## src/verilog/ebusr_pkg.sv

```systemverilog
// Shared constants and types of the eight-bit universal shift register.
package ebusr_pkg;

    // ------------------------------------------------------------------
    // Widths
    // ------------------------------------------------------------------
    localparam int EBUSR_STAGES = 8;
    localparam int EBUSR_PIN_W  = 19;

    // ------------------------------------------------------------------
    // Reset values
    // ------------------------------------------------------------------
    localparam logic [7:0]  EBUSR_STAGE_RST = 8'h00;
    localparam logic [18:0] EBUSR_PIN_RST   = 19'h38000;
    localparam logic        EBUSR_FLAG_RST  = 1'b0;
    localparam logic        EBUSR_CLK_IDLE  = 1'b1;

    // ------------------------------------------------------------------
    // Field positions inside the synchronised pin vector
    // ------------------------------------------------------------------
    localparam int EBUSR_PIN_DATA_LSB = 0;
    localparam int EBUSR_PIN_LEFT     = 8;
    localparam int EBUSR_PIN_RIGHT    = 9;
    localparam int EBUSR_PIN_KB       = 10;
    localparam int EBUSR_PIN_J        = 11;
    localparam int EBUSR_PIN_SHLD     = 12;
    localparam int EBUSR_PIN_SEL0     = 13;
    localparam int EBUSR_PIN_SEL1     = 14;
    localparam int EBUSR_PIN_CLKB     = 15;
    localparam int EBUSR_PIN_CLKA     = 16;
    localparam int EBUSR_PIN_CLK      = 17;
    localparam int EBUSR_PIN_CLRB     = 18;

    // ------------------------------------------------------------------
    // Operating modes, one-hot
    // ------------------------------------------------------------------
    typedef enum logic [3:0] {
        EBUSR_MODE_HOLD  = 4'h1,
        EBUSR_MODE_RIGHT = 4'h2,
        EBUSR_MODE_LEFT  = 4'h4,
        EBUSR_MODE_LOAD  = 4'h8
    } ebusr_mode_e;

endpackage

```

## src/verilog/ebusr_core.sv

```systemverilog
// Eight-bit universal shift register with selectable personality.
`timescale 1ns/100ps
module ebusr_core
    import ebusr_pkg::*;
#(
    parameter bit UNIDIR = 1'b0
)
(
    // Clock and reset
    input  wire logic       i_mclk,
    input  wire logic       i_rst_b,
    // Register clear, active low
    input  wire logic       i_clear_b,
    // Bidirectional clock and mode selects
    input  wire logic       i_shift_clk,
    input  wire logic       i_mode_sel_zero,
    input  wire logic       i_mode_sel_one,
    // Bidirectional serial entries
    input  wire logic       i_ser_right,
    input  wire logic       i_ser_left,
    // Unidirectional gated clocks and controls
    input  wire logic       i_gate_clk_a,
    input  wire logic       i_gate_clk_b,
    input  wire logic       i_shift_load,
    input  wire logic       i_ser_j,
    input  wire logic       i_ser_k_b,
    // Parallel data in, bit 0 feeds the first stage
    input  wire logic [7:0] i_par_data,
    // Stage outputs
    output wire logic [7:0] o_stage,
    output wire logic       o_first_stage_out,
    output wire logic       o_last_stage_out,
    // Word stream of every committed stage update
    output wire logic       o_word_valid,
    output wire logic [7:0] o_word_data,
    input  wire logic       i_word_ready,
    // Stall and overrun status
    output wire logic       o_stalled,
    output wire logic       o_overrun
);

    // ------------------------------------------------------------------
    // Shift helpers
    // ------------------------------------------------------------------

    // Moves every stage one place toward the last stage.
    function automatic logic [7:0] shift_to_last(input logic [7:0] word,
                                                 input logic       enter);
        shift_to_last = {word[6:0], enter};
    endfunction

    // Moves every stage one place toward the first stage.
    function automatic logic [7:0] shift_to_first(input logic [7:0] word,
                                                  input logic       enter);
        shift_to_first = {enter, word[7:1]};
    endfunction

    // Next first stage from the J and inverted-K serial entry.
    // Both low clears, both high sets, J low keeps and J high toggles.
    function automatic logic jk_entry(input logic j,
                                      input logic k_b,
                                      input logic cur);
        jk_entry = (j & ~cur) | (k_b & cur);
    endfunction

    // ------------------------------------------------------------------
    // Pin synchroniser
    // ------------------------------------------------------------------

    // The clock bits of the synchroniser and the edge detector reset
    // high, so a clock pin that is already high when reset ends is not
    // taken for a rising edge once the synchronised clear lets go.
    logic [18:0] pin_meta;
    logic [18:0] pin_sync;

    wire  [18:0] pin_raw = {i_clear_b,
                            i_shift_clk,
                            i_gate_clk_a,
                            i_gate_clk_b,
                            i_mode_sel_one,
                            i_mode_sel_zero,
                            i_shift_load,
                            i_ser_j,
                            i_ser_k_b,
                            i_ser_right,
                            i_ser_left,
                            i_par_data};

    always_ff @(posedge i_mclk or negedge i_rst_b) begin
        if (!i_rst_b) begin
            pin_meta <= EBUSR_PIN_RST;
            pin_sync <= EBUSR_PIN_RST;
        end else begin
            pin_meta <= pin_raw;
            pin_sync <= pin_meta;
        end
    end

    wire       s_clear_b = pin_sync[EBUSR_PIN_CLRB];
    wire       s_clk     = pin_sync[EBUSR_PIN_CLK];
    wire       s_clk_a   = pin_sync[EBUSR_PIN_CLKA];
    wire       s_clk_b   = pin_sync[EBUSR_PIN_CLKB];
    wire       s_sel_one = pin_sync[EBUSR_PIN_SEL1];
    wire       s_sel_zero = pin_sync[EBUSR_PIN_SEL0];
    wire       s_shld    = pin_sync[EBUSR_PIN_SHLD];
    wire       s_j       = pin_sync[EBUSR_PIN_J];
    wire       s_k_b     = pin_sync[EBUSR_PIN_KB];
    wire       s_right   = pin_sync[EBUSR_PIN_RIGHT];
    wire       s_left    = pin_sync[EBUSR_PIN_LEFT];
    wire [7:0] s_data    = pin_sync[EBUSR_PIN_DATA_LSB +: EBUSR_STAGES];

    // ------------------------------------------------------------------
    // Clock edge detection
    // ------------------------------------------------------------------

    // A pin change reaches the stages on the second system clock edge
    // after the one that first samples it, so pins must stay steady that long.

    // The gated clock is the OR of both inputs, so either may be clock
    // or inhibit and a high inhibit leaves no rising edge to act on.
    wire  gated_clk  = s_clk_a | s_clk_b;
    wire  active_clk = UNIDIR ? gated_clk : s_clk;

    logic clk_prev;

    always_ff @(posedge i_mclk or negedge i_rst_b) begin
        if (!i_rst_b) begin
            clk_prev <= EBUSR_CLK_IDLE;
        end else begin
            clk_prev <= active_clk;
        end
    end

    wire clk_edge = active_clk & ~clk_prev;

    // ------------------------------------------------------------------
    // Clear qualification
    // ------------------------------------------------------------------

    // An edge that falls while clear is active is ignored, so clear
    // overrides the clock and the release of clear never clocks.
    wire clear_on = ~s_clear_b;
    wire clk_rise = clk_edge & ~clear_on;

    // ------------------------------------------------------------------
    // Mode decode
    // ------------------------------------------------------------------

    wire       bi_hold  = ~s_sel_one & ~s_sel_zero;
    wire       bi_right = ~s_sel_one & s_sel_zero;
    wire       bi_left  = s_sel_one & ~s_sel_zero;
    wire       bi_load  = s_sel_one & s_sel_zero;
    wire [3:0] bi_code  = {bi_load, bi_left, bi_right, bi_hold};
    wire [3:0] uni_code = s_shld ? EBUSR_MODE_RIGHT : EBUSR_MODE_LOAD;

    // Both personalities decode to one one-hot mode for a single datapath.
    ebusr_mode_e mode;
    assign mode = ebusr_mode_e'(UNIDIR ? uni_code : bi_code);

    // ------------------------------------------------------------------
    // Candidate stage value
    // ------------------------------------------------------------------

    logic [7:0] stage;
    logic [7:0] cand;

    wire right_entry = UNIDIR ? jk_entry(s_j, s_k_b, stage[0]) : s_right;

    // Each mode's candidate is formed apart and the mode selects one.
    wire [7:0] cand_hold  = stage;
    wire [7:0] cand_right = shift_to_last(stage, right_entry);
    wire [7:0] cand_left  = shift_to_first(stage, s_left);
    wire [7:0] cand_load  = s_data;

    always_comb begin
        unique case (mode)
            EBUSR_MODE_HOLD:  cand = cand_hold;
            EBUSR_MODE_RIGHT: cand = cand_right;
            EBUSR_MODE_LEFT:  cand = cand_left;
            EBUSR_MODE_LOAD:  cand = cand_load;
            default:          cand = stage;
        endcase
    end

    // A hold edge neither changes the stages nor sends a word.
    wire edge_upd = clk_rise & (mode != EBUSR_MODE_HOLD);

    // ------------------------------------------------------------------
    // Commit and stall control
    // ------------------------------------------------------------------

    logic       pend_valid;
    logic [7:0] pend_word;
    logic       overrun;
    wire        buf_ready;

    // A full buffer parks the update; stages move only once it is sent.
    // An edge that meets a parked update is dropped and flagged.
    wire        commit_pend   = pend_valid & buf_ready;
    wire        commit_direct = edge_upd & ~pend_valid & buf_ready;
    wire        commit_now    = (commit_pend | commit_direct) & ~clear_on;
    wire  [7:0] commit_word   = pend_valid ? pend_word : cand;
    wire        park          = edge_upd & ~pend_valid & ~buf_ready;
    wire        drop          = edge_upd & pend_valid;

    wire  [7:0] next_stage      = commit_now ? commit_word : stage;
    wire        next_pend_valid = park | (pend_valid & ~buf_ready);
    wire  [7:0] next_pend_word  = park ? cand : pend_word;

    // ------------------------------------------------------------------
    // Stage register
    // ------------------------------------------------------------------

    always_ff @(posedge i_mclk or negedge i_rst_b) begin
        if (!i_rst_b) begin
            stage <= EBUSR_STAGE_RST;
        end else if (clear_on) begin
            stage <= EBUSR_STAGE_RST;
        end else begin
            stage <= next_stage;
        end
    end

    // ------------------------------------------------------------------
    // Parked update
    // ------------------------------------------------------------------

    always_ff @(posedge i_mclk or negedge i_rst_b) begin
        if (!i_rst_b) begin
            pend_valid <= EBUSR_FLAG_RST;
            pend_word  <= EBUSR_STAGE_RST;
        end else if (clear_on) begin
            pend_valid <= EBUSR_FLAG_RST;
            pend_word  <= EBUSR_STAGE_RST;
        end else begin
            pend_valid <= next_pend_valid;
            pend_word  <= next_pend_word;
        end
    end

    // ------------------------------------------------------------------
    // Overrun flag
    // ------------------------------------------------------------------

    // An edge that arrives while an update is parked is lost; this flag
    // stays set until the next clear.
    wire next_overrun = overrun | drop;

    always_ff @(posedge i_mclk or negedge i_rst_b) begin
        if (!i_rst_b) begin
            overrun <= EBUSR_FLAG_RST;
        end else if (clear_on) begin
            overrun <= EBUSR_FLAG_RST;
        end else begin
            overrun <= next_overrun;
        end
    end

    // ------------------------------------------------------------------
    // Output word buffer
    // ------------------------------------------------------------------

    // Clear leaves words already in the buffer for the sink; only the
    // stages and the parked update are emptied and the overrun flag cleared.
    ebusr_buf2 u_buf (
        .i_mclk      (i_mclk),
        .i_rst_b     (i_rst_b),
        .i_in_valid  (commit_now),
        .i_in_data   (commit_word),
        .o_in_ready  (buf_ready),
        .o_out_valid (o_word_valid),
        .o_out_data  (o_word_data),
        .i_out_ready (i_word_ready)
    );

    // ------------------------------------------------------------------
    // Outputs
    // ------------------------------------------------------------------

    // Every stage output is a bit of the stage register itself.
    assign o_stage           = stage;
    assign o_first_stage_out = stage[0];
    assign o_last_stage_out  = stage[EBUSR_STAGES-1];
    assign o_stalled         = pend_valid;
    assign o_overrun         = overrun;

endmodule

```

## src/verilog/ebusr_buf2.sv

```systemverilog
// Two-entry buffer with valid and ready on both sides.
`timescale 1ns/100ps
module ebusr_buf2
    import ebusr_pkg::*;
(
    // Clock and reset
    input  wire logic       i_mclk,
    input  wire logic       i_rst_b,
    // Filling side
    input  wire logic       i_in_valid,
    input  wire logic [7:0] i_in_data,
    output wire logic       o_in_ready,
    // Draining side
    output wire logic       o_out_valid,
    output wire logic [7:0] o_out_data,
    input  wire logic       i_out_ready
);

    logic [7:0] head;
    logic [7:0] tail;
    logic       head_valid;
    logic       tail_valid;

    wire        pop          = head_valid & i_out_ready;
    wire        push         = i_in_valid & ~tail_valid;
    wire        after_pop_hv = pop ? tail_valid : head_valid;
    wire  [7:0] after_pop_h  = pop ? tail : head;
    wire        after_pop_tv = pop ? 1'b0 : tail_valid;
    wire        push_to_head = push & ~after_pop_hv;
    wire        push_to_tail = push & after_pop_hv;

    wire        next_head_valid = after_pop_hv | push_to_head;
    wire  [7:0] next_head       = push_to_head ? i_in_data : after_pop_h;
    wire        next_tail_valid = after_pop_tv | push_to_tail;
    wire  [7:0] next_tail       = push_to_tail ? i_in_data : tail;

    always_ff @(posedge i_mclk or negedge i_rst_b) begin
        if (!i_rst_b) begin
            head_valid <= EBUSR_FLAG_RST;
            tail_valid <= EBUSR_FLAG_RST;
            head       <= EBUSR_STAGE_RST;
            tail       <= EBUSR_STAGE_RST;
        end else begin
            head_valid <= next_head_valid;
            tail_valid <= next_tail_valid;
            head       <= next_head;
            tail       <= next_tail;
        end
    end

    assign o_in_ready  = ~tail_valid;
    assign o_out_valid = head_valid;
    assign o_out_data  = head;

endmodule

```

## config.mk

```make
export PLATFORM = sky130hd
export DESIGN_NAME = ebusr_core
export DESIGN_NICKNAME = d
export VERILOG_FILES = /design/src/verilog/ebusr_pkg.sv /design/src/verilog/ebusr_core.sv /design/src/verilog/ebusr_buf2.sv
export SDC_FILE = /design/constraint.sdc
export NUM_CORES = 1
export LEC_CHECK = 0
export BUFFER_PORTS_ARGS = -buffer_cell sky130_fd_sc_hd__buf_2
export CORE_AREA = 2 2 77 79
export CTS_BUF_LIST = sky130_fd_sc_hd__clkbuf_8
export CTS_CLUSTER_DIAMETER = 50
export DETAILED_ROUTE_END_ITERATION = 8
export DIE_AREA = 0 0 79 81
export GPL_ROUTABILITY_DRIVEN = 0
export PLACE_DENSITY = 0.71
export SLEW_MARGIN = 20
export SYNTH_ARGS = -nofsm -noshare
export SYNTH_HDL_FRONTEND = slang
export SYNTH_SLANG_ARGS = --single-unit
export TNS_END_PERCENT = 10
```

## constraint.sdc

```tcl
create_clock -name i_mclk -period 2.2 [get_ports i_mclk]
set_clock_uncertainty 0.15 [all_clocks]
set_input_delay 0.22 -clock i_mclk [delete_from_list [all_inputs] [get_ports i_mclk]]
set_output_delay 0.22 -clock i_mclk [all_outputs]
set_load 0.01 [all_outputs]
```

==> results of run 1 <==
-- how the worst min path moves through the flow --
stage                  from                              end  depth (start not counted)
3_3_place_gp        i_rst_b  u_buf.o_out_data[1]$_DFFE_PN0P_                          2
2_1_floorplan       i_rst_b              o_overrun$_DFF_PN0_                          0
4_1_cts        i_word_ready       u_buf.tail_valid$_DFF_PN0_                          3
5_1_grt        i_word_ready       u_buf.tail_valid$_DFF_PN0_                          3
3_5_place_dp        i_rst_b  u_buf.o_out_data[1]$_DFFE_PN0P_                          2
6_report       i_word_ready       u_buf.tail_valid$_DFF_PN0_                          3
-- cell type report --
| class | instances | area, um^2 | area share [%] |
|---|---|---|---|
| Clock buffer | 10 | 137.6 | 4.092 |
| Multi-Input combinational cell | 131 | 1005 | 29.87 |
| Tap cell | 75 | 93.84 | 2.790 |
| Clock inverter | 6 | 50.05 | 1.488 |
| Timing Repair Buffer | 63 | 442.9 | 13.17 |
| Sequential cell | 65 | 1630 | 48.47 |
| Inverter | 1 | 3.754 | 0.1116 |
-- Yosys cell counts --
cell and number:
nor2b_1 11, nor2_2 1, nor4_2 1, clkinv_1 1, o21ba_2 1, nand3_1 8
or3_1 8, and3_1 9, buf_4 3, nor2_1 4, mux2_2 16, o211a_1 8
o22ai_1 9, buf_1 1, o2111ai_1 8, clkbuf_1 10, o21ai_0 8, dfrtp_1 62
buf_2 1, mux4_2 8, nand2b_1 2, o21bai_1 1, buf_6 2, a21oi_1 1
a21o_1 1, nand2_1 26, dfstp_2 3
-- worst max-delay path, cell delays in order (launching register included) --
cell	delay, ns
dfrtp_1	0.37
buf_12	0.14
mux4_2	0.52
mux2_2	0.31
or3_1	0.35
o211a_1	0.15
-- power groups by stage --
stage / logic [mW] / registers (mW) / clock network (mW)
floorplan: 0.217 / 1.39 / 0
global placement: 0.381 / 1.37 / 0
detailed placement: 0.388 / 1.38 / 0
CTS: 0.412 / 1.36 / 0.971
global route: 0.457 / 1.37 / 1.01
finish: 0.409 / 1.35 / 0.943
-- state kept, by name, summed over array words and instances (netlist names) --
signal	count
o_overrun	1
pin_sync	14
u_buf.o_out_data	8
u_buf.tail_valid	1
o_stage	8
o_stalled	1
u_buf.tail	8
pend_word	8
u_buf.o_out_valid	1
clk_prev	1
pin_meta	14
-- timing repair --
action,4_1_cts,5_1_grt
setup endpoints to repair,3,0
resized for setup,1,0
hold buffers,15,0
endpoints found under the hold margin,76,0
-- per-layer routing --
metal	vias up	GRT usage, %
met5	-	0
met4	0	5.862
met3	6	7.333
met2	51	27.97
met1	926	25.37
li1	886	-
-- kinds of logic (layout without fill, tap and decap cells) --
kind of cell / Yosys count / in the layout
multiplexers: 24 / 24
AO/OA/AOI/OAI: 37 / 37
flip-flops: 65 / 65
buffers and inverters: 18 / 80
AND/OR/NAND/NOR: 70 / 70
==> metrics.yaml, run 1 <==
outcome:
  status: "complete, no violations"
clocking:
  clk_pin_slew_ns: 0.07
  cts_sinks: 65
  cts_setup_buffers: 0
  htreeDepth: 3
  clk_path_buf_depth: 2
  clockRootBuffer: "clkbuf_8"
  clk_latency_ns: 0.35
  cts_buffers: 9
  cts_tree: "yes"
worst_setup_path:
  crit_path_end: "o_stage[1]$_DFFE_PN0P_"
  crit_start: "pin_sync[13]$_DFF_PN0_"
  cp.arrival_ns: 2.19
  path_max_fanout: 9
  r2r_cells: 5
  ff2ff_setup_slack_ns: 0.09
  worstReg2RegStart: "pin_sync[13]$_DFF_PN0_"
  crit_path_start_kind: "flip-flop"
  crit_required_ns: 2.29
  reg2reg_to: "o_stage[1]$_DFFE_PN0P_"
  crit_type: "flip-flop to flip-flop"
  end_kind: "flip-flop"
place:
  place_ws_ns: -0.08350
  io_buffer_count: 37
  place_inst: 320
  placed_area_um2: 3017
  hpwlAfterDp_um: 3275
synth:
  synth_nets: 236
  synthAdderAreaFrac_pct: 0
  netlist.area_leader.share_pct: 57.01
  synth_compound_area_share_pct: 10.16
  syn_area_um2: 2721
  synth_mux_area_share_pct: 13.24
  ys_top_cells_by_area: "dfrtp_1, mux2_2, mux4_2, nand2_1, o211a_1"
  synth-xor-area-share_pct: 0
  synth_cell_types: 27
  yosysWarnings: 0
  ys_seq_area_share_pct: 59.91
  yosysTopAreaCell: "dfrtp_1"
  syn_inst: 214
  synth_top_family_by_area: "multiplexers"
  synthSimpleGateAreaFrac_pct: 13.20
  synth_seq_cells: 65
  syn_avg_cell_area_um2: 12.72
sta:
  fin_crit_sh_pct: 95.71
  final.setup.tns_ns: 0
  fin_ws_ns: 0.09442
  drv_slew: 0
  final-hold-violation-count: 0
  period_needed_ns: 2.106
  setup_violations: 0
  relSlewSlack_pct: 53.87
  rsz0062_at_grt: "false"
  fmax_mhz: 474.9
  fin_hold_ws_ns: 0.1603
  max_slew.worst_pin.slew_ns: 0.6869
finish:
  final_cell_mix: "dfrtp_1, buf_2, nand2_1"
  fillerInstances: 482
  final_cell_area_um2: 3363
  instances_no_fill: 351
  drive_above_1_share_pct: 34.06
  mostFrequentLayoutCell: "dfrtp_1"
  final_util_pct: 59.26
  area_growth_pct: 23.59
  final_nets: 293
  n_antenna_cell: 0
power_and_ir_drop:
  switchingPower_uw: 757.2
  p_int_mw: 1.948
  pwr-share-seq_pct: 50.1
  p_per_area_nw_per_um2: 804.4
  p_clk_share_pct: 34.8
  peakVddDrop_v: 0.0006715
  p_sw_share_pct: 27.99
  p_leak_nw: 1.667
  totalPowerFinal_mw: 2.706
  comb_power_share_pct: 15.1
global_route:
  grt_usage_pct: 18.70
  grt_max_degree: 66
  antenna_found_initial: 0
  overflow: 0
  grt_pass1_vias: 1843
  grt_pass1_wl_um: 8990
floorplanning:
  die_area_um2: 6399
  die_y_um: 81
  placementRows: 28
  core_um2: 5675
  die_w_um: 79
  start_util_pct: 47.95
  pin_count: 43
drt:
  wl_met1_um: 2352
  wl_met2_um: 2513
  antenna_left: 0
  vias: 1869
  highest_layer: "met4"
  drc_errors: 0
  routedWlPerCell_um: 14.79
  wl_met3_um: 266
  drt-total-wl_um: 5191
  dr.pass1.iters: 4
  routed_via_density: 5.325
  drt-initial-drc-count: 91
worst_hold_path:
  hold_class: "primary input to flip-flop"
flow_run:
  maxCapViolCount: 0
No activity file was read; power rests on OpenSTA's default activity.
==> inputs of run 2 (changes only) <==
Clock period 2.2 ns to 2.5 ns, I/O delays scaled along.
==> run 2 against run 1 <==
Compared with the run above: utilization grew 0.40 points; worst setup slack gained 0.31 ns; sequential power shrank 11%; first-iteration DRC count shrank 3.3%; register-to-register slack gained 0.31 ns; critical path type unchanged; combinational power shrank 16%; wire length shrank 0.44%; count of clock-buffer cells in the layout is the same.
==> metrics.yaml, run 2 (same netlist as run 1, synthesis figures left out) <==
outcome:
  status: "complete, no violations"
floorplanning:
  die_y_um: 81
  die_area_um2: 6399
  pin_count: 43
  start_util_pct: 47.95
  placementRows: 28
  core_um2: 5675
  die_w_um: 79
sta:
  relSlewSlack_pct: 46.09
  fin_hold_ws_ns: 0.1853
  rsz0062_at_grt: "false"
  period_needed_ns: 2.091
  setup_violations: 0
  final-hold-violation-count: 0
  fmax_mhz: 478.2
  fin_crit_sh_pct: 83.64
  final.setup.tns_ns: 0
  max_slew.worst_pin.slew_ns: 0.8086
  drv_slew: 0
global_route:
  antenna_found_initial: 0
  grt_max_degree: 66
  overflow: 0
  use_met2_pct: 30.42
  grt_usage_pct: 18.83
  grt_pass1_vias: 1838
  gr-usage-met1_pct: 24.07
  grt-busiest-layer: "met2"
  grt_pass1_wl_um: 9059
  groute.layer.met3.usage_pct: 7.333
clocking:
  cts_resized: 0
  clk_latency_ns: 0.34
  cts_hold_buf: 15
  cts_setup_buffers: 0
  clk_pin_slew_ns: 0.07
  clk_path_buf_depth: 2
  cts_sinks: 65
  htreeDepth: 3
  cts_tree: "yes"
  cts_buffers: 9
  clockRootBuffer: "clkbuf_8"
drt:
  drt-total-wl_um: 5168
  drt-initial-drc-count: 88
  vias: 1873
  drc_errors: 0
  antenna_left: 0
  dr.pass1.iters: 4
  routed_via_density: 5.351
  routedWlPerCell_um: 14.77
flow_run:
  maxCapViolCount: 0
finish:
  fillerInstances: 476
  top_regs: "pin_meta x14, pin_sync x14"
  drive_above_1_share_pct: 33.82
  final_cell_mix: "dfrtp_1, buf_2, nand2_1"
  n_antenna_cell: 0
  area_growth_pct: 24.41
  final_cell_area_um2: 3386
  mostFrequentLayoutCell: "dfrtp_1"
  final_nets: 292
worst_setup_path:
  crit_path_start_kind: "flip-flop"
  crit_required_ns: 2.58
  end_kind: "flip-flop"
  crit_type: "flip-flop to flip-flop"
  cp.arrival_ns: 2.17
  path_max_fanout: 9
power_and_ir_drop:
  peakVddDrop_v: 0.0006362
  p_leak_nw: 1.681
  p_per_area_nw_per_um2: 782.5
worst_hold_path:
  hold_class: "primary input to flip-flop"
place:
  hpwlAfterDp_um: 3244
  placed_area_um2: 2984
  io_buffer_count: 37
[run 2: final timing paths]
check / start / to / cells after the start / slack, ns
worst min register to register: pin_meta[3]$_DFF_PN0_ / pin_sync[3]$_DFF_PN0_ / 0 / 0.20
worst max-delay path: pin_sync[13]$_DFF_PN0_ / o_stage[3]$_DFFE_PN0P_ / 5 / 0.41
worst min-delay path: i_word_ready / u_buf.tail_valid$_DFF_PN0_ / 3 / 0.19
min in group asynchronous: i_rst_b / u_buf.o_out_data[0]$_DFFE_PN0P_ / 3 / 0.44
max in group asynchronous: i_rst_b / pin_sync[18]$_DFF_PN0_ / 3 / 1.20
worst max register to register: pin_sync[13]$_DFF_PN0_ / o_stage[3]$_DFFE_PN0P_ / 5 / 0.41
[run 2: layer usage]
layer / part of all wire [%] / wire (um) / vias up
met5: 0 / 0 / -
met4: 0.85 / 44 / 0
met3: 6.6 / 342 / 6
met2: 48 / 2476 / 67
met1: 45 / 2304 / 916
li1: - / - / 884
[run 2: per-stage QoR]
step / utilization [%] / power [mW] / instances / setup slack, ns
CTS: 59.66 / 2.677 / 350 / 0.3983
global placement: 52.58 / 1.536 / 319 / 0.4430
finish: 59.66 / 2.649 / 350 / 0.4089
global route: 59.66 / 2.779 / 350 / 0.3213
detailed placement: 52.58 / 1.549 / 319 / 0.4187
floorplan: - / 1.415 / 214 / 0.5376
[run 2: area by class of cell]
cell class | count | area [um^2] | area share (%)
timing repair buffer | 62 | 410.4 | 12.12
inverter | 1 | 3.754 | 0.1109
multi-input combinational | 131 | 996.0 | 29.42
clock inverter | 6 | 113.9 | 3.363
sequential | 65 | 1630 | 48.15
tap | 75 | 93.84 | 2.772
clock buffer | 10 | 137.6 | 4.065
[run 2: power breakdown]
group	switching (mW)	internal [mW]
combinational	0.174	0.171
clock	0.413	0.692
sequential	0.0601	1.14
total	0.647	2.00
[run 2: critical path, stage by stage (launching register included)]
cell and delay, ns:
dfrtp_1 0.32, buf_4 0.19, mux4_2 0.53, mux2_2 0.31, or3_1 0.34, o211a_1 0.14
